<file path="src/core/scr_pkg.sv">
/*
 * scr_pkg: shared constants and types of the charger command register bank.
 * Assumes a single 10 MHz clock domain; all times are converted to cycles here.
 */
package scr_pkg;

   // ******************************************************************
   // clock and times
   // ******************************************************************
   localparam int unsigned CLK_HZ      = 10_000_000;
   localparam int unsigned DG_SHORT_MS = 150;
   localparam int unsigned DG_LONG_MS  = 1300;
   localparam int unsigned WD_1_S      = 44;
   localparam int unsigned WD_2_S      = 88;
   localparam int unsigned WD_3_S      = 175;

   localparam logic [31:0] DG_SHORT_CYC = 32'(64'(DG_SHORT_MS) * 64'(CLK_HZ) / 64'd1000);
   localparam logic [31:0] DG_LONG_CYC  = 32'(64'(DG_LONG_MS) * 64'(CLK_HZ) / 64'd1000);
   localparam logic [31:0] WD_1_CYC     = 32'(64'(WD_1_S) * 64'(CLK_HZ));
   localparam logic [31:0] WD_2_CYC     = 32'(64'(WD_2_S) * 64'(CLK_HZ));
   localparam logic [31:0] WD_3_CYC     = 32'(64'(WD_3_S) * 64'(CLK_HZ));

   // ******************************************************************
   // command codes and reset values
   // ******************************************************************
   localparam logic [7:0]  CMD_OPT     = 8'h12;
   localparam logic [7:0]  CMD_CUR     = 8'h14;
   localparam logic [7:0]  CMD_VOLT    = 8'h15;
   localparam logic [7:0]  CMD_INLIM   = 8'h3f;
   localparam logic [7:0]  CMD_MAKER   = 8'hfe;
   localparam logic [7:0]  CMD_PART    = 8'hff;
   localparam logic [15:0] OPT_RESET   = 16'hf902;
   localparam logic [15:0] CUR_RESET   = 16'h0000;
   localparam logic [15:0] VOLT_RESET  = 16'h0000;
   localparam logic [15:0] INLIM_RESET = 16'h1000;
   localparam logic [15:0] OPT_WR_MASK = 16'hffef;
   localparam logic [15:0] UNMAPPED_RD = 16'h0000;
   // arbitrary neutral identification values
   localparam logic [15:0] MAKER_CODE_DEF = 16'h00a5;
   localparam logic [15:0] PART_CODE_DEF  = 16'h005a;
   localparam logic [6:0]  SMB_ADDR_DEF   = 7'h09;

   // ******************************************************************
   // field positions
   // ******************************************************************
   localparam int OPT_DG_LONG = 15;
   localparam int OPT_WD_LO   = 13;
   localparam int OPT_FREQ_UP = 10;
   localparam int OPT_FREQ_EN = 9;
   localparam int OPT_HS_EN   = 8;
   localparam int OPT_LS_HI   = 7;
   localparam int OPT_AC_IND  = 4;
   localparam int OPT_OC_EN   = 1;
   localparam int CUR_LSB     = 6;
   localparam int CUR_W       = 7;
   localparam int VOLT_LSB    = 4;
   localparam int VOLT_W      = 11;
   localparam int INLIM_LSB   = 7;
   localparam int INLIM_W     = 6;

   localparam logic [1:0] WD_OFF = 2'b00;
   localparam logic [1:0] WD_1   = 2'b01;
   localparam logic [1:0] WD_2   = 2'b10;

   // ******************************************************************
   // types
   // ******************************************************************
   typedef enum logic [6:0] {
      ST_IDLE  = 7'b0000001,
      ST_ADDR  = 7'b0000010,
      ST_CMD   = 7'b0000100,
      ST_WDATA = 7'b0001000,
      ST_ACK   = 7'b0010000,
      ST_RDATA = 7'b0100000,
      ST_RACK  = 7'b1000000
   } scr_smb_t;

   typedef enum logic [2:0] {
      PH_ADDR = 3'b001,
      PH_CMD  = 3'b010,
      PH_DATA = 3'b100
   } scr_phase_t;

   typedef struct packed {
      logic scl;
      logic sda;
      logic detect;
      logic supply;
      logic sw_on;
   } scr_pins_t;

   typedef struct packed {
      scr_pins_t  m0;
      scr_pins_t  m1;
      scr_pins_t  m2;
      scr_pins_t  f;
      scr_smb_t   st;
      scr_phase_t ph;
      logic [3:0] cnt;
      logic [7:0] sh;
      logic [7:0] tx;
      logic [7:0] cmd;
      logic [7:0] lo;
      logic       rd;
      logic       mack;
      logic       bidx;
      logic       oe;
      logic [15:0] opt;
      logic [CUR_W-1:0]   cur;
      logic [VOLT_W-1:0]  volt;
      logic [INLIM_W-1:0] inl;
      logic [31:0] wd;
      logic        susp;
   } scr_state_t;

   typedef struct packed {
      logic [31:0] cnt;
      logic        flag;
      logic        off_seen;
      logic        sw_d;
   } scr_dg_state_t;

endpackage

</file>
<file path="src/core/scr_deglitch.sv">
/*
 * scr_deglitch: rising-edge deglitch of the adapter-present flag.
 * Assumes its inputs are already synchronised to i_clk.
 */
`timescale 1ns/10ps
module scr_deglitch
   import scr_pkg::*;
#(
   parameter logic [31:0] P_SHORT = DG_SHORT_CYC,
   parameter logic [31:0] P_LONG  = DG_LONG_CYC
)(
   input  wire logic i_clk,
   input  wire logic i_rst,
   input  wire logic i_raw,
   input  wire logic i_long_sel,
   input  wire logic i_switch_on,
   output logic      o_flag
);

   scr_dg_state_t s;
   scr_dg_state_t next_s;
   logic [31:0]   limit;

   if (P_SHORT == 32'h0 || P_LONG == 32'h0) begin : g_chk
      $error("deglitch counts must be nonzero");
   end

   always_comb begin
      next_s = s;
      next_s.sw_d = i_switch_on;
      if (s.sw_d && !i_switch_on) begin
         next_s.off_seen = 1'b1;
      end
      // long time only once the switch has opened at least once
      limit = (s.off_seen && i_long_sel) ? P_LONG : P_SHORT;
      if (!i_raw) begin
         next_s.cnt  = 32'h0;
         next_s.flag = 1'b0;
      end else if (!s.flag) begin
         if (s.cnt >= limit - 32'h1) begin
            next_s.flag = 1'b1;
         end else begin
            next_s.cnt = s.cnt + 32'h1;
         end
      end
   end

   always_ff @(posedge i_clk) begin
      if (i_rst) begin
         s <= '0;
      end else begin
         s <= next_s;
      end
   end

   assign o_flag = s.flag;
endmodule // scr_deglitch

</file>
<file path="src/core/scr_regs.sv">
/*
 * scr_regs: word command register bank of a charge controller on an SMBus
 * slave port, with the charge watchdog and adapter-present deglitch.
 * Assumes SCL/SDA and the analog status levels arrive asynchronously and
 * that the open-drain SDA wire is resolved outside from o_sda_oe.
 */
// How it works
// - six word commands, word read/write only
// - maker query returns fixed code, read-only
// - part query returns fixed code, read-only
// - option word read/write, resets 0xf902
// - charge current 7 bits, resets zero
// - charge voltage 11 bits, resets zero
// - input limit 6 bits, resets 0x1000
// - first insertion always deglitched 150 ms
// - select bit acts after switch opened once
// - bit 15 picks 150 ms or 1.3 s
// - bus ignored unless supply and detect good
// - watchdog timeout suspends charging
// - voltage or current write resumes charging
// - bits 14:13 choose watchdog period
// - bit 1 enables input overcurrent latch-off
// - bits 9,10 adjust switching frequency
// - bits 7,8 set short-circuit thresholds
`timescale 1ns/10ps
module scr_regs
   import scr_pkg::*;
#(
   parameter logic [6:0]  P_SMB_ADDR   = SMB_ADDR_DEF,
   parameter logic [15:0] P_MAKER_CODE = MAKER_CODE_DEF,
   parameter logic [15:0] P_PART_CODE  = PART_CODE_DEF,
   parameter logic [31:0] P_DG_SHORT   = DG_SHORT_CYC,
   parameter logic [31:0] P_DG_LONG    = DG_LONG_CYC,
   parameter logic [31:0] P_WD_1       = WD_1_CYC,
   parameter logic [31:0] P_WD_2       = WD_2_CYC,
   parameter logic [31:0] P_WD_3       = WD_3_CYC
)(
   input  wire logic                i_clk,
   input  wire logic                i_rst,
   input  wire logic                i_scl,
   input  wire logic                i_sda,
   input  wire logic                i_adapter_detect_input,
   input  wire logic                i_supply_ok,
   input  wire logic                i_adapter_input_switch,
   output logic                     o_sda_out,
   output logic                     o_sda_oe,
   output logic                     o_adapter_present_flag,
   output logic                     o_charge_suspended,
   output logic [15:0]              o_charger_option_word,
   output logic [CUR_W-1:0]         o_charge_current_setting,
   output logic [VOLT_W-1:0]        o_charge_voltage_setting,
   output logic [INLIM_W-1:0]       o_input_current_limit,
   output logic                     o_input_overcurrent_guard_en,
   output logic                     o_freq_adjust_en,
   output logic                     o_freq_raise,
   output logic                     o_low_side_short_threshold,
   output logic                     o_high_side_short_threshold
);

   // ******************************************************************
   // state and helpers
   // ******************************************************************
   scr_state_t  s;
   scr_state_t  next_s;
   scr_pins_t   pins_in;
   scr_pins_t   next_f;
   logic        scl_rise;
   logic        scl_fall;
   logic        bus_start;
   logic        bus_stop;
   logic        bus_ok;
   logic        vi_wr;
   logic        do_wr;
   logic [15:0] wr_data;
   logic [15:0] rd_word;
   logic [31:0] period;
   logic        flag;

   if (P_WD_1 == 32'h0 || P_WD_2 == 32'h0 || P_WD_3 == 32'h0) begin : g_chk
      $error("watchdog counts must be nonzero");
   end

   assign pins_in = '{scl: i_scl, sda: i_sda, detect: i_adapter_detect_input,
                      supply: i_supply_ok, sw_on: i_adapter_input_switch};

   // filtered level moves only when stages two and three agree
   for (genvar g = 0; g < $bits(scr_pins_t); g++) begin : g_sync
      assign next_f[g] = (s.m1[g] == s.m2[g]) ? s.m2[g] : s.f[g];
   end

   // ******************************************************************
   // next-state logic
   // ******************************************************************
   always_comb begin
      next_s    = s;
      do_wr     = 1'b0;
      vi_wr     = 1'b0;
      wr_data   = {s.sh, s.lo};
      period    = P_WD_3;
      next_s.m0 = pins_in;
      next_s.m1 = s.m0;
      next_s.m2 = s.m1;
      next_s.f  = next_f;
      scl_rise  = !s.f.scl && next_f.scl;
      scl_fall  = s.f.scl && !next_f.scl;
      bus_start = s.f.scl && next_f.scl && s.f.sda && !next_f.sda;
      bus_stop  = s.f.scl && next_f.scl && !s.f.sda && next_f.sda;
      bus_ok    = s.f.supply && s.f.detect;

      // readback; the adapter indication bit shows live state
      if (s.cmd == CMD_OPT) begin
         rd_word = s.opt;
         rd_word[OPT_AC_IND] = flag;
      end else if (s.cmd == CMD_CUR) begin
         rd_word = 16'(s.cur) << CUR_LSB;
      end else if (s.cmd == CMD_VOLT) begin
         rd_word = 16'(s.volt) << VOLT_LSB;
      end else if (s.cmd == CMD_INLIM) begin
         rd_word = 16'(s.inl) << INLIM_LSB;
      end else if (s.cmd == CMD_MAKER) begin
         rd_word = P_MAKER_CODE;
      end else if (s.cmd == CMD_PART) begin
         rd_word = P_PART_CODE;
      end else begin
         rd_word = UNMAPPED_RD;
      end

      case (s.st)
         ST_IDLE: begin
         end
         ST_ADDR, ST_CMD, ST_WDATA: begin
            if (scl_rise) begin
               next_s.sh  = {s.sh[6:0], next_f.sda};
               next_s.cnt = s.cnt + 4'h1;
            end
            if (scl_fall && s.cnt == 4'h8) begin
               next_s.cnt = 4'h0;
               next_s.st  = ST_ACK;
               next_s.oe  = 1'b1;
               if (s.st == ST_ADDR) begin
                  next_s.ph = PH_ADDR;
                  next_s.rd = s.sh[0];
                  if (s.sh[7:1] != P_SMB_ADDR) begin
                     next_s.st = ST_IDLE;
                     next_s.oe = 1'b0;
                  end
               end else if (s.st == ST_CMD) begin
                  next_s.ph  = PH_CMD;
                  next_s.cmd = s.sh;
               end else begin
                  next_s.ph = PH_DATA;
                  if (!s.bidx) begin
                     next_s.lo = s.sh;
                  end else begin
                     do_wr = 1'b1;
                  end
               end
            end
         end
         ST_ACK: begin
            if (scl_fall) begin
               next_s.oe = 1'b0;
               case (s.ph)
                  PH_ADDR: begin
                     if (s.rd) begin
                        // low byte goes out first
                        next_s.tx   = rd_word[7:0];
                        next_s.oe   = !rd_word[7];
                        next_s.bidx = 1'b0;
                        next_s.st   = ST_RDATA;
                     end else begin
                        next_s.st = ST_CMD;
                     end
                  end
                  PH_CMD: begin
                     next_s.bidx = 1'b0;
                     next_s.st   = ST_WDATA;
                  end
                  default: begin
                     next_s.bidx = 1'b1;
                     next_s.st   = s.bidx ? ST_IDLE : ST_WDATA;
                  end
               endcase
            end
         end
         ST_RDATA: begin
            if (scl_rise) begin
               next_s.cnt = s.cnt + 4'h1;
            end
            if (scl_fall) begin
               if (s.cnt == 4'h8) begin
                  next_s.oe  = 1'b0;
                  next_s.cnt = 4'h0;
                  next_s.st  = ST_RACK;
               end else begin
                  next_s.tx = {s.tx[6:0], 1'b0};
                  next_s.oe = !s.tx[6];
               end
            end
         end
         ST_RACK: begin
            if (scl_rise) begin
               next_s.mack = !next_f.sda;
            end
            if (scl_fall) begin
               if (s.mack && !s.bidx) begin
                  next_s.bidx = 1'b1;
                  next_s.tx   = rd_word[15:8];
                  next_s.oe   = !rd_word[15];
                  next_s.st   = ST_RDATA;
               end else begin
                  next_s.st = ST_IDLE;
               end
            end
         end
         default: begin
            next_s.st = ST_IDLE;
            next_s.oe = 1'b0;
         end
      endcase

      if (bus_start) begin
         next_s.st   = ST_ADDR;
         next_s.cnt  = 4'h0;
         next_s.bidx = 1'b0;
         next_s.oe   = 1'b0;
      end
      // no answer at all while supply or adapter detect is low
      if (bus_stop || !bus_ok) begin
         next_s.st = ST_IDLE;
         next_s.oe = 1'b0;
      end

      // word commit; identification words have no storage
      if (do_wr) begin
         if (s.cmd == CMD_OPT) begin
            next_s.opt = wr_data & OPT_WR_MASK;
         end else if (s.cmd == CMD_CUR) begin
            next_s.cur = wr_data[CUR_LSB +: CUR_W];
            vi_wr      = 1'b1;
         end else if (s.cmd == CMD_VOLT) begin
            next_s.volt = wr_data[VOLT_LSB +: VOLT_W];
            vi_wr       = 1'b1;
         end else if (s.cmd == CMD_INLIM) begin
            next_s.inl = wr_data[INLIM_LSB +: INLIM_W];
         end
      end

      // ****************************************************************
      // charge watchdog
      // ****************************************************************
      if (s.opt[OPT_WD_LO +: 2] == WD_1) begin
         period = P_WD_1;
      end else if (s.opt[OPT_WD_LO +: 2] == WD_2) begin
         period = P_WD_2;
      end
      if (vi_wr) begin
         next_s.wd   = 32'h0;
         next_s.susp = 1'b0;
      end else if (s.opt[OPT_WD_LO +: 2] == WD_OFF) begin
         next_s.wd   = 32'h0;
         next_s.susp = 1'b0;
      end else if (!s.susp) begin
         // >= so that shortening the period expires at once
         if (s.wd >= period - 32'h1) begin
            next_s.susp = 1'b1;
         end else begin
            next_s.wd = s.wd + 32'h1;
         end
      end
   end

   always_ff @(posedge i_clk) begin
      if (i_rst) begin
         s      <= '0;
         s.st   <= ST_IDLE;
         s.ph   <= PH_ADDR;
         s.opt  <= OPT_RESET;
         s.cur  <= CUR_RESET[CUR_LSB +: CUR_W];
         s.volt <= VOLT_RESET[VOLT_LSB +: VOLT_W];
         s.inl  <= INLIM_RESET[INLIM_LSB +: INLIM_W];
      end else begin
         s <= next_s;
      end
   end

   scr_deglitch #(
      .P_SHORT (P_DG_SHORT),
      .P_LONG  (P_DG_LONG)
   ) u_deglitch (
      .i_clk       (i_clk),
      .i_rst       (i_rst),
      .i_raw       (s.f.detect),
      .i_long_sel  (s.opt[OPT_DG_LONG]),
      .i_switch_on (s.f.sw_on),
      .o_flag      (flag)
   );

   // ******************************************************************
   // outputs
   // ******************************************************************
   assign o_sda_out                    = 1'b0;
   assign o_sda_oe                     = s.oe;
   assign o_adapter_present_flag       = flag;
   assign o_charge_suspended           = s.susp;
   assign o_charger_option_word        = s.opt;
   assign o_charge_current_setting     = s.cur;
   assign o_charge_voltage_setting     = s.volt;
   assign o_input_current_limit        = s.inl;
   assign o_input_overcurrent_guard_en = s.opt[OPT_OC_EN];
   assign o_freq_adjust_en             = s.opt[OPT_FREQ_EN];
   assign o_freq_raise                 = s.opt[OPT_FREQ_UP];
   assign o_low_side_short_threshold   = s.opt[OPT_LS_HI];
   assign o_high_side_short_threshold  = s.opt[OPT_HS_EN];
endmodule // scr_regs

</file>
<file path="config.mk">
export PLATFORM = sky130hd
export DESIGN_NAME = scr_regs
export DESIGN_NICKNAME = d
export VERILOG_FILES = /design/src/core/scr_pkg.sv /design/src/core/scr_deglitch.sv /design/src/core/scr_regs.sv
export SDC_FILE = /design/constraint.sdc
export NUM_CORES = 1
export LEC_CHECK = 0
export BUFFER_PORTS_ARGS = -buffer_cell sky130_fd_sc_hd__buf_2
export CORE_MARGIN = 3
export CORE_UTILIZATION = 50
export DETAILED_ROUTE_END_ITERATION = 8
export PLACE_DENSITY_LB_ADDON = 0.15
export SYNTH_ARGS = -nofsm -noshare
export SYNTH_HDL_FRONTEND = slang
export SYNTH_SLANG_ARGS = --single-unit
</file>
<file path="constraint.sdc">
create_clock -name i_clk -period 3.3 [get_ports i_clk]
set_input_delay 0.165 -clock i_clk [delete_from_list [all_inputs] [get_ports i_clk]]
set_output_delay 0.165 -clock i_clk [all_outputs]
set_load 0.005 [all_outputs]
</file>
==> impl_metrics.yaml, run 1 <==
global_route:
  antenna_found_initial: 0
  groute.usage.overall: 0.222
  grt_pass1_wl_mm: 36.6
  grt_max_degree: 84
  first_global_vias: 7072
  grt_overflow: 0
synthesis:
  yosysMostFrequentCell: "dfxtp_1"
  synthDistinctLibCells: 74
  synthSimpleGateAreaFrac: 0.258
  syn_avg_cell_area_um2: 8.38
  synth.top_cell.area_share: 0.382
  synth-xor-area-share: 0.00664
  ys_top_cells_by_area: "dfxtp_1, a21oi_1, ha_1"
  synth_seq_cells: 176
  yosys_warnings: 0
  synth_compound_area_frac: 0.184
  syn-instance-count: 1101
  synth_top_family_by_area: "simple AND/OR/NAND/NOR gates"
  synth-edff-count: 0
  seq_area_frac_synth: 0.382
  yosysTopAreaCell: "dfxtp_1"
  synthAdderAreaFrac: 0.0556
  synth_area_um2: 9230
  synth-async-reset-ratio: 0
  synthFlopType: "dfxtp_1"
  synth_common_cells: "dfxtp_1, nand2_1, a21oi_1"
  synthMuxAreaShare: 0.0401
route:
  vias_per_cell: 5.90
  vias: 7883
  drtIter0Drc: 640
  routed_wl_mm: 22.0
  ant_nets: 0
  drc_errors: 0
  wl_per_cell_um: 16.5
  drt_first_pass_iters: 5
worst_hold_path:
  min_path_type: "in2reg"
  hp-start: "i_rst"
  hold_end: "s[117]$_SDFFE_PP0P_"
  holdPathStages: 4
setup_path:
  worstSetupPathType: "reg2reg"
  rr_worst_depth: 11
  crit_buf_inv: 3
  timing.rr.start: "o_charger_option_word[13]$_SDFFE_PP1P_"
  rrSetupSlack_ns: 0.27
  startpoint_type: "register"
  path_cells: "inv_1, ha_1, inv_2, ha_1, a21o_1, a211o_1, a221oi_1, o211ai_1, buf_12, or4_1, a21oi_1"
  required_ns: 3.66
  cp.arrival_ns: 3.40
  slowest_delay_ns: 0.51
  critPathTopFamily: "compound AO/OA/AOI/OAI gates"
  worstReg2RegEnd: "s[19]$_SDFFE_PP0P_"
  path_common_cell: "ha_1"
  cp_max_fo: 53
  end_kind: "register"
  crit_slowest_cell: "or4_1"
sta:
  relSlewSlack: 0.415
  worst_pin_slew_ns: 0.878
  period_needed_ns: 3.03
  finalSetupViolCount: 0
  post-route-period-util: 0.919
  rsz0062_at_grt: "no"
  final.setup_skew_ns: 0.0108
  finalWorstSetupSlack_ns: 0.268
  slew_violations: 0
  hold_slack_ns: 0.179
  hold_violations: 0
  max_freq_mhz: 330
  fin_tns_setup_ns: 0
cells_and_area:
  n_antenna_cell: 0
  stdcell_area_um2: 10000
  finalNetCount: 1141
  area_growth_syn_to_layout_pct: 8.77
  drive_above_1_share: 0.126
  fin_util: 0.557
place:
  io_buffers: 53
  gp_congestion: 0.875
  place_ws_ns: 0.193
  dpl_cell_area_um2: 9390
  dp_hpwl_mm: 15.1
clocking:
  cts-root-buf: "clkbuf_16"
  path_clk_slew_ns: 0.07
  cts_inserted_buffers: 17
  clockBufferDepth: 2
  tritoncts: "done"
  clock-sinks: 176
  htreeDepth: 4
  post_cts.repair.setup_buffers: 0
  clk_latency_ns: 0.44
power:
  power_density_nw_per_um2: 423
  vdd_ir_drop_max_uv: 378
  power_leakage_nw: 3.76
floorplanning:
  die_w_um: 142
  initial_utilization: 0.512
  io_pins: 56
  coreArea_um2: 18000
  die_y_um: 142
  die_area_um2: 20100
  row_count: 49
job:
  max_cap_viol_count: 0
outcome:
  status: "finished, final reports clean"
layer usage:
layer  up-vias  global-route usage  part of all wire
li1       3971                   -                 -
met1      3685               0.307              0.48
met2       191               0.352              0.46
met3        36              0.0452             0.045
met4         0              0.0657             0.017
met5         -                   0                 0
tightest hold or removal path, stage by stage:
cell and delay, ns:
buf_2 0.10, nor2b_1 0.07, o311ai_0 0.17, nor2_1 0.07
how the worst max path moves through the flow:
stage | cells after the start | slack [ns] | startpoint | endpoint
floorplan | 11 | 0.30 | o_charger_option_word[13]$_SDFFE_PP1P_ | s[30]$_SDFFE_PP0P_
global placement | 11 | 0.27 | o_charger_option_word[13]$_SDFFE_PP1P_ | s[11]$_SDFFE_PP0P_
detailed placement | 11 | 0.19 | o_charger_option_word[13]$_SDFFE_PP1P_ | s[19]$_SDFFE_PP0P_
CTS | 11 | 0.18 | o_charger_option_word[13]$_SDFFE_PP1P_ | s[19]$_SDFFE_PP0P_
global route | 11 | 0.04 | o_charger_option_word[13]$_SDFFE_PP1P_ | s[17]$_SDFFE_PP0P_
finish | 11 | 0.27 | o_charger_option_word[13]$_SDFFE_PP1P_ | s[19]$_SDFFE_PP0P_
timing repair:
| item | in CTS | in global routing |
|---|---|---|
| gates resized for setup | 0 | 2 |
| setup endpoints to repair | 0 | 40 |
| hold endpoints to repair | 5 | 0 |
| hold buffers | 5 | 0 |
cells in the final DEF (no fill, tap or decap), drive strengths merged, types with 5 or more instances in the layout:
cell type    instances
nand2b               6
nor4                12
a22oi                5
buf                 77
dlygate4sd3          5
nor3b                5
or4                 38
nor2                76
nor2b               27
a22o                 7
and2                14
nor3                11
nand3               35
dfxtp              176
inv                 28
xnor2                5
o21ai               40
a21oi              114
or3                 11
or2                  6
clkinv               5
o21a                 7
nand4               29
and3                12
a31oi                8
a221oi               5
and4                 8
ha                  41
and3b                5
o211ai               9
o31ai               35
nand2              129
clkbuf              17
mux2i               37
a21o                 8
area by class of cell:
class | count | area [um^2]
Clock buffer | 17 | 425
Clock inverter | 15 | 170
Fill cell | 1671 | 7990
Inverter | 21 | 78.8
Multi-Input combinational cell | 795 | 5030
Sequential cell | 176 | 3520
Tap cell | 229 | 287
Timing Repair Buffer | 82 | 520
through the flow:
stage          cells  total power (W)
2_1_floorplan   1102          0.00223
3_3_place_gp    1298          0.00224
3_5_place_dp    1298          0.00224
4_1_cts         1335          0.00429
5_1_grt         1335          0.00438
6_report        1335          0.00425
where the power goes:
group / internal [W] / switching (W) / leakage (nW)
Sequential: 0.00213 / 0.00000635 / 1.42
Combinational: 0.0000194 / 0.0000367 / 2.05
Clock: 0.00108 / 0.000976 / 0.289
registers in the layout (all words and copies together) (netlist names):
register / cells
o_sda_oe: 1
next_s: 10
o_charge_current_setting: 7
o_charge_voltage_setting: 11
o_charge_suspended: 1
o_charger_option_word: 15
u_deglitch.o_flag: 1
o_input_current_limit: 6
u_deglitch.s: 34
s: 90
cell families (layout without fill, tap and decap cells):
logic type | Yosys count | after routing
simple gates | 441 | 441
xor+xnor | 7 | 7
buf+inv | 131 | 135
mux | 37 | 37
compound gates | 267 | 267
other cells | 1 | 2
fa+ha+maj | 41 | 41
flops | 176 | 176
No activity file was read; power rests on OpenSTA's default activity.
==> run 2: changes to the inputs <==
--- a/config.mk
+++ b/config.mk
@@ -5,9 +5,9 @@
 export SDC_FILE = /design/constraint.sdc
 export NUM_CORES = 1
 export LEC_CHECK = 0
-export BUFFER_PORTS_ARGS = -buffer_cell sky130_fd_sc_hd__buf_2
+export BUFFER_PORTS_ARGS = -buffer_cell sky130_fd_sc_hd__buf_4
 export CORE_MARGIN = 3
-export CORE_UTILIZATION = 50
+export CORE_UTILIZATION = 60
 export DETAILED_ROUTE_END_ITERATION = 8
 export PLACE_DENSITY_LB_ADDON = 0.15
 export SYNTH_ARGS = -nofsm -noshare
==> run 2 against run 1 <==
Against the previous run:
- first-iteration DRC count grew 30%
- sequential power hardly changed
- die area is 16% lower
- worst hold slack got worse by 0.0035 ns
- fmax fell by 0.68%
- register-to-register slack got worse by 0.02 ns
- critical path type unchanged
- largest cell class unchanged
==> impl_metrics.yaml, run 2 (same netlist as run 1, synthesis figures left out) <==
clocking:
  path_clk_slew_ns: 0.07
  clockBufferDepth: 2
  cts-root-buf: "clkbuf_16"
  htreeDepth: 4
  tritoncts: "done"
  clk_latency_ns: 0.44
  clock-sinks: 176
  cts_inserted_buffers: 17
sta:
  slew_violations: 0
  finalWorstSetupSlack_ns: 0.247
  period_needed_ns: 3.05
  hold_violations: 0
  relSlewSlack: 0.380
  fin_tns_setup_ns: 0
  final.setup_skew_ns: 0.00970
  finalSetupViolCount: 0
  worst_pin_slew_ns: 0.928
  max_freq_mhz: 328
  post-route-period-util: 0.925
  rsz0062_at_grt: "no"
cells_and_area:
  n_antenna_cell: 0
  multi_input_area_um2: 5030
  regArea_um2: 3520
  area_growth_syn_to_layout_pct: 9.53
  largest_reg_flops: 90
  finalNetCount: 1143
  fin_util: 0.683
  fillCellCount: 1218
  mostFrequentLayoutCells: "dfxtp_1, nand2_1, a21oi_1"
  final_cell_count_no_fill: 1292
  stdcell_area_um2: 10100
  drive_above_1_share: 0.125
  regMostFlops: "s"
  final_common_cell: "dfxtp_1"
outcome:
  status: "finished, final reports clean"
worst_hold_path:
  min_path_type: "in2reg"
setup_path:
  cp_max_fo: 51
  cp.arrival_ns: 3.42
  critPathTopFamily: "compound AO/OA/AOI/OAI gates"
  crit_buf_inv: 3
  crit_slowest_cell: "or4_1"
  startpoint_type: "register"
  rrSetupSlack_ns: 0.25
  worstSetupPathType: "reg2reg"
  path_cells: "inv_1, ha_1, inv_1, ha_1, a21o_1, a211o_1, a221oi_1, o211ai_1, buf_4, or4_1, a21oi_1"
  end_kind: "register"
  required_ns: 3.67
  slowest_delay_ns: 0.56
route:
  drt_first_pass_iters: 5
  vias: 8074
  wl_per_cell_um: 17.0
  ant_nets: 0
  vias_per_cell: 6.25
  drc_errors: 0
  routed_wl_mm: 21.9
  drtIter0Drc: 829
floorplanning:
  die_area_um2: 16900
  die_w_um: 130
  row_count: 44
  coreArea_um2: 14800
  initial_utilization: 0.623
  die_y_um: 130
  io_pins: 56
place:
  gp_congestion: 0.943
  io_buffers: 53
  place_inst: 1255
  dpl_cell_area_um2: 9470
  dp_hpwl_mm: 15.1
  place_ws_ns: 0.250
global_route:
  groute.usage.overall: 0.264
  grt_pass1_wl_mm: 35.8
  first_global_vias: 7140
  antenna_found_initial: 0
  grt_max_degree: 84
  grt_overflow: 0
power:
  vdd_ir_drop_max_uv: 386
  power_density_nw_per_um2: 418
  power_leakage_nw: 3.78
job:
  max_cap_viol_count: 0
run 2: cell types whose count changed in the layout (fill, tap and decap cells not counted), sizes merged:
cell,before,now
buf,77,79
clkbuf,17,19
clkinv,5,3
run 2: worst min-delay path, delay by kind of cell:
family                 cells  cell delay (ns)
buffers and inverters      3             0.33
AND/OR/NAND/NOR            1             0.07
run 2: worst paths after layout:
kind,startpoint,end,depth (start not counted)
worst max-delay path,o_charger_option_word[13]$_SDFFE_PP1P_,s[5]$_SDFFE_PP0P_,11
worst min-delay path,i_rst,o_input_current_limit[5]$_SDFFE_PP1P_,4
worst max register to register,o_charger_option_word[13]$_SDFFE_PP1P_,s[5]$_SDFFE_PP0P_,11
worst min register to register,next_s[135]$_SDFF_PP0_,next_s[130]$_SDFF_PP0_,1
run 2: final cells by class:
type	count	share of cell area
inverters	21	0.00780
clock inverters	13	0.0142
repair buffers	84	0.0649
flip-flops and latches	176	0.349
well taps	184	0.0228
clock buffers	19	0.0438
multi-input cells	795	0.498
run 2: what timing repair did:
item,4_1_cts,5_1_grt
endpoints found under the hold margin,5,0
setup endpoints to repair,0,1
hold buffers,5,0
gates resized for setup,0,1
buffers inserted,0,0
run 2: power breakdown:
group	total (W)	switching (W)	internal, W
Clock	0.00202	0.000933	0.00109
Sequential	0.00214	0.00000661	0.00213
Combinational	0.0000585	0.0000365	0.0000221
Total	0.00422	0.000976	0.00325
run 2: metal layers:
| metal | part of all wire | GRT usage | routed length, um |
|---|---|---|---|
| met5 | 0 | 0 | 0 |
| met2 | 0.47 | 0.411 | 10200 |
| met3 | 0.052 | 0.0491 | 1140 |
| met4 | 0.017 | 0.0892 | 371 |
| met1 | 0.47 | 0.370 | 10200 |
run 2: per-stage QoR:
| step | power (W) | hold slack, ns |
|---|---|---|
| 4_1_cts | 0.00425 | 0.162 |
| 2_1_floorplan | 0.00223 | 0.293 |
| 6_report | 0.00422 | 0.175 |
| 3_3_place_gp | 0.00224 | 0.377 |
| 5_1_grt | 0.00434 | 0.179 |
| 3_5_place_dp | 0.00224 | 0.382 |
==> run 3: changes to the inputs <==
--- a/config.mk
+++ b/config.mk
@@ -9,7 +9,7 @@
 export CORE_MARGIN = 3
 export CORE_UTILIZATION = 60
 export DETAILED_ROUTE_END_ITERATION = 8
-export PLACE_DENSITY_LB_ADDON = 0.15
+export PLACE_DENSITY_LB_ADDON = 0.12
 export SYNTH_ARGS = -nofsm -noshare
 export SYNTH_HDL_FRONTEND = slang
 export SYNTH_SLANG_ARGS = --single-unit
==> run 3 against run 2 <==
Against the previous run:
- sequential power about the same
- register-to-register slack worse by 0.08 ns
- critical endpoint is now s[18]$_SDFFE_PP0P_
- largest cell class unchanged
- final cell count barely moved
- setup slack got worse by 0.078 ns
- highest routed layer unchanged
- final area decreased by 0.19%
- die area unchanged
==> impl_metrics.yaml, run 3 (same netlist as run 1, synthesis figures left out) <==
floorplanning:
  initial_utilization: 0.623
  die_w_um: 130
  io_pins: 56
  row_count: 44
  die_y_um: 130
  die_area_um2: 16900
  coreArea_um2: 14800
clocking:
  clockBufferDepth: 2
  path_clk_slew_ns: 0.07
  htreeDepth: 4
  cts_inserted_buffers: 17
  clock-sinks: 176
  clk_latency_ns: 0.44
  cts-root-buf: "clkbuf_16"
  tritoncts: "done"
place:
  io_buffers: 53
  gp_congestion: 0.907
  dp_hpwl_mm: 15.3
  dpl_cell_area_um2: 9440
sta:
  period_needed_ns: 3.13
  rsz0062_at_grt: "no"
  max_freq_mhz: 319
  hold_violations: 0
  worst_pin_slew_ns: 0.943
  slew_violations: 0
  hold_slack_ns: 0.435
  relSlewSlack: 0.370
  fin_tns_setup_ns: 0
  final.setup_skew_ns: 0.0129
  post-route-period-util: 0.949
  finalSetupViolCount: 0
setup_path:
  setup.worst_path.start: "o_charger_option_word[13]$_SDFFE_PP1P_"
  timing.rr.start: "o_charger_option_word[13]$_SDFFE_PP1P_"
  cp.arrival_ns: 3.49
  cp_max_fo: 32
  end_kind: "register"
  path_cells: "inv_1, ha_1, inv_2, ha_1, o21a_1, o21ai_0, o21ai_0, o211a_2, buf_4, or4_1, a21oi_1"
  slowest_delay_ns: 0.50
  worstReg2RegEnd: "s[18]$_SDFFE_PP0P_"
  worstSetupPathType: "reg2reg"
  rrSetupSlack_ns: 0.17
  required_ns: 3.66
  startpoint_type: "register"
  crit_end: "s[18]$_SDFFE_PP0P_"
  crit_slowest_cell: "or4_1"
  rr_worst_depth: 11
route:
  drt_first_pass_iters: 6
  routed_wl_mm: 22.5
  wl_per_cell_um: 17.5
  ant_nets: 0
  vias_per_cell: 6.26
  drtIter0Drc: 852
  drc_errors: 0
  vias: 8086
global_route:
  grt_max_degree: 79
  first_global_vias: 7154
  groute.usage.overall: 0.271
  grt_pass1_wl_mm: 37.0
  antenna_found_initial: 0
  grt_overflow: 0
cells_and_area:
  area_growth_syn_to_layout_pct: 9.33
  finalNetCount: 1142
  final_common_cell: "dfxtp_1"
  fillCellCount: 1214
  n_antenna_cell: 0
  regMostFlops: "s"
  largest_reg_flops: 90
  mostFrequentLayoutCells: "dfxtp_1, nand2_1, a21oi_1"
  drive_above_1_share: 0.126
  stdcell_area_um2: 10100
power:
  p_clk_frac: 0.479
  pwr-share-seq: 0.506
  pwr-share-comb: 0.014
  power_leakage_nw: 3.76
  vdd_ir_drop_max_uv: 463
  netSwitchingFraction: 0.232
  internal_power_w: 0.00325
  power_density_nw_per_um2: 419
  p_sw_w: 0.000979
outcome:
  status: "finished, final reports clean"
worst_hold_path:
  min_path_type: "reg2reg"
job:
  max_cap_viol_count: 0
[run 3: worst min-delay path by stage]
stage | from | end | slack [ns] | depth (start not counted)
after floorplan | i_adapter_input_switch | next_s[133]$_SDFF_PP0_ | 0.29 | 1
after global placement | i_scl | next_s[137]$_SDFF_PP0_ | 0.37 | 2
after detailed placement | i_supply_ok | next_s[134]$_SDFF_PP0_ | 0.38 | 2
after CTS | next_s[134]$_SDFF_PP0_ | next_s[129]$_SDFF_PP0_ | 0.44 | 1
after global routing | next_s[134]$_SDFF_PP0_ | next_s[129]$_SDFF_PP0_ | 0.46 | 1
final | next_s[134]$_SDFF_PP0_ | next_s[129]$_SDFF_PP0_ | 0.43 | 1
[run 3: metrics by stage]
step                      total power (W)  instances  utilization  worst slack, ns
final                             0.00422       1291        0.681            0.169
after global routing              0.00433       1291        0.681           0.0174
after CTS                         0.00424       1291        0.681           0.0600
after detailed placement          0.00224       1253        0.638            0.197
after global placement            0.00224       1253        0.638            0.209
after floorplan                   0.00223       1102            -            0.295
[run 3: final cells by class]
class / instances / area, um^2 / share of cell area
multi-input cells: 795 / 5030 / 0.499
flip-flops and latches: 176 / 3520 / 0.349
repair buffers: 83 / 638 / 0.0632
clock buffers: 19 / 443 / 0.0439
well taps: 184 / 230 / 0.0228
clock inverters: 13 / 143 / 0.0141
inverters: 21 / 78.8 / 0.00781
[run 3: critical path: cells and delay by family (launching register included)]
family          cells  cell delay (ns)
fa+ha+maj           2             0.62
buf+inv             3             0.50
simple gates        1             0.50
flops               1             0.33
compound gates      5             1.10
[run 3: per-layer routing]
layer | track usage | vias up | routed length (um)
li1 | - | 3952 | -
met1 | 0.381 | 3817 | 10200
met2 | 0.423 | 277 | 10600
met3 | 0.0532 | 40 | 1290
met4 | 0.0813 | 0 | 473
met5 | 0 | - | 0
[run 3: timing repair]
| item | 4_1_cts | 5_1_grt |
|---|---|---|
| endpoints found under the setup margin | 0 | 31 |
| gates resized for setup | 0 | 3 |
| setup buffers | 0 | 0 |
| endpoints found under the hold margin | 10 | 0 |
| hold buffers | 6 | 0 |
[run 3: power by group through the flow]
| stage | Sequential, W | Clock [W] | Combinational (W) |
|---|---|---|---|
| final | 0.00214 | 0.00203 | 0.0000601 |
| after global routing | 0.00214 | 0.00213 | 0.0000664 |
| after CTS | 0.00214 | 0.00204 | 0.0000604 |
| after detailed placement | 0.00219 | 0 | 0.0000548 |
| after global placement | 0.00219 | 0 | 0.0000539 |
| after floorplan | 0.00219 | 0 | 0.0000387 |
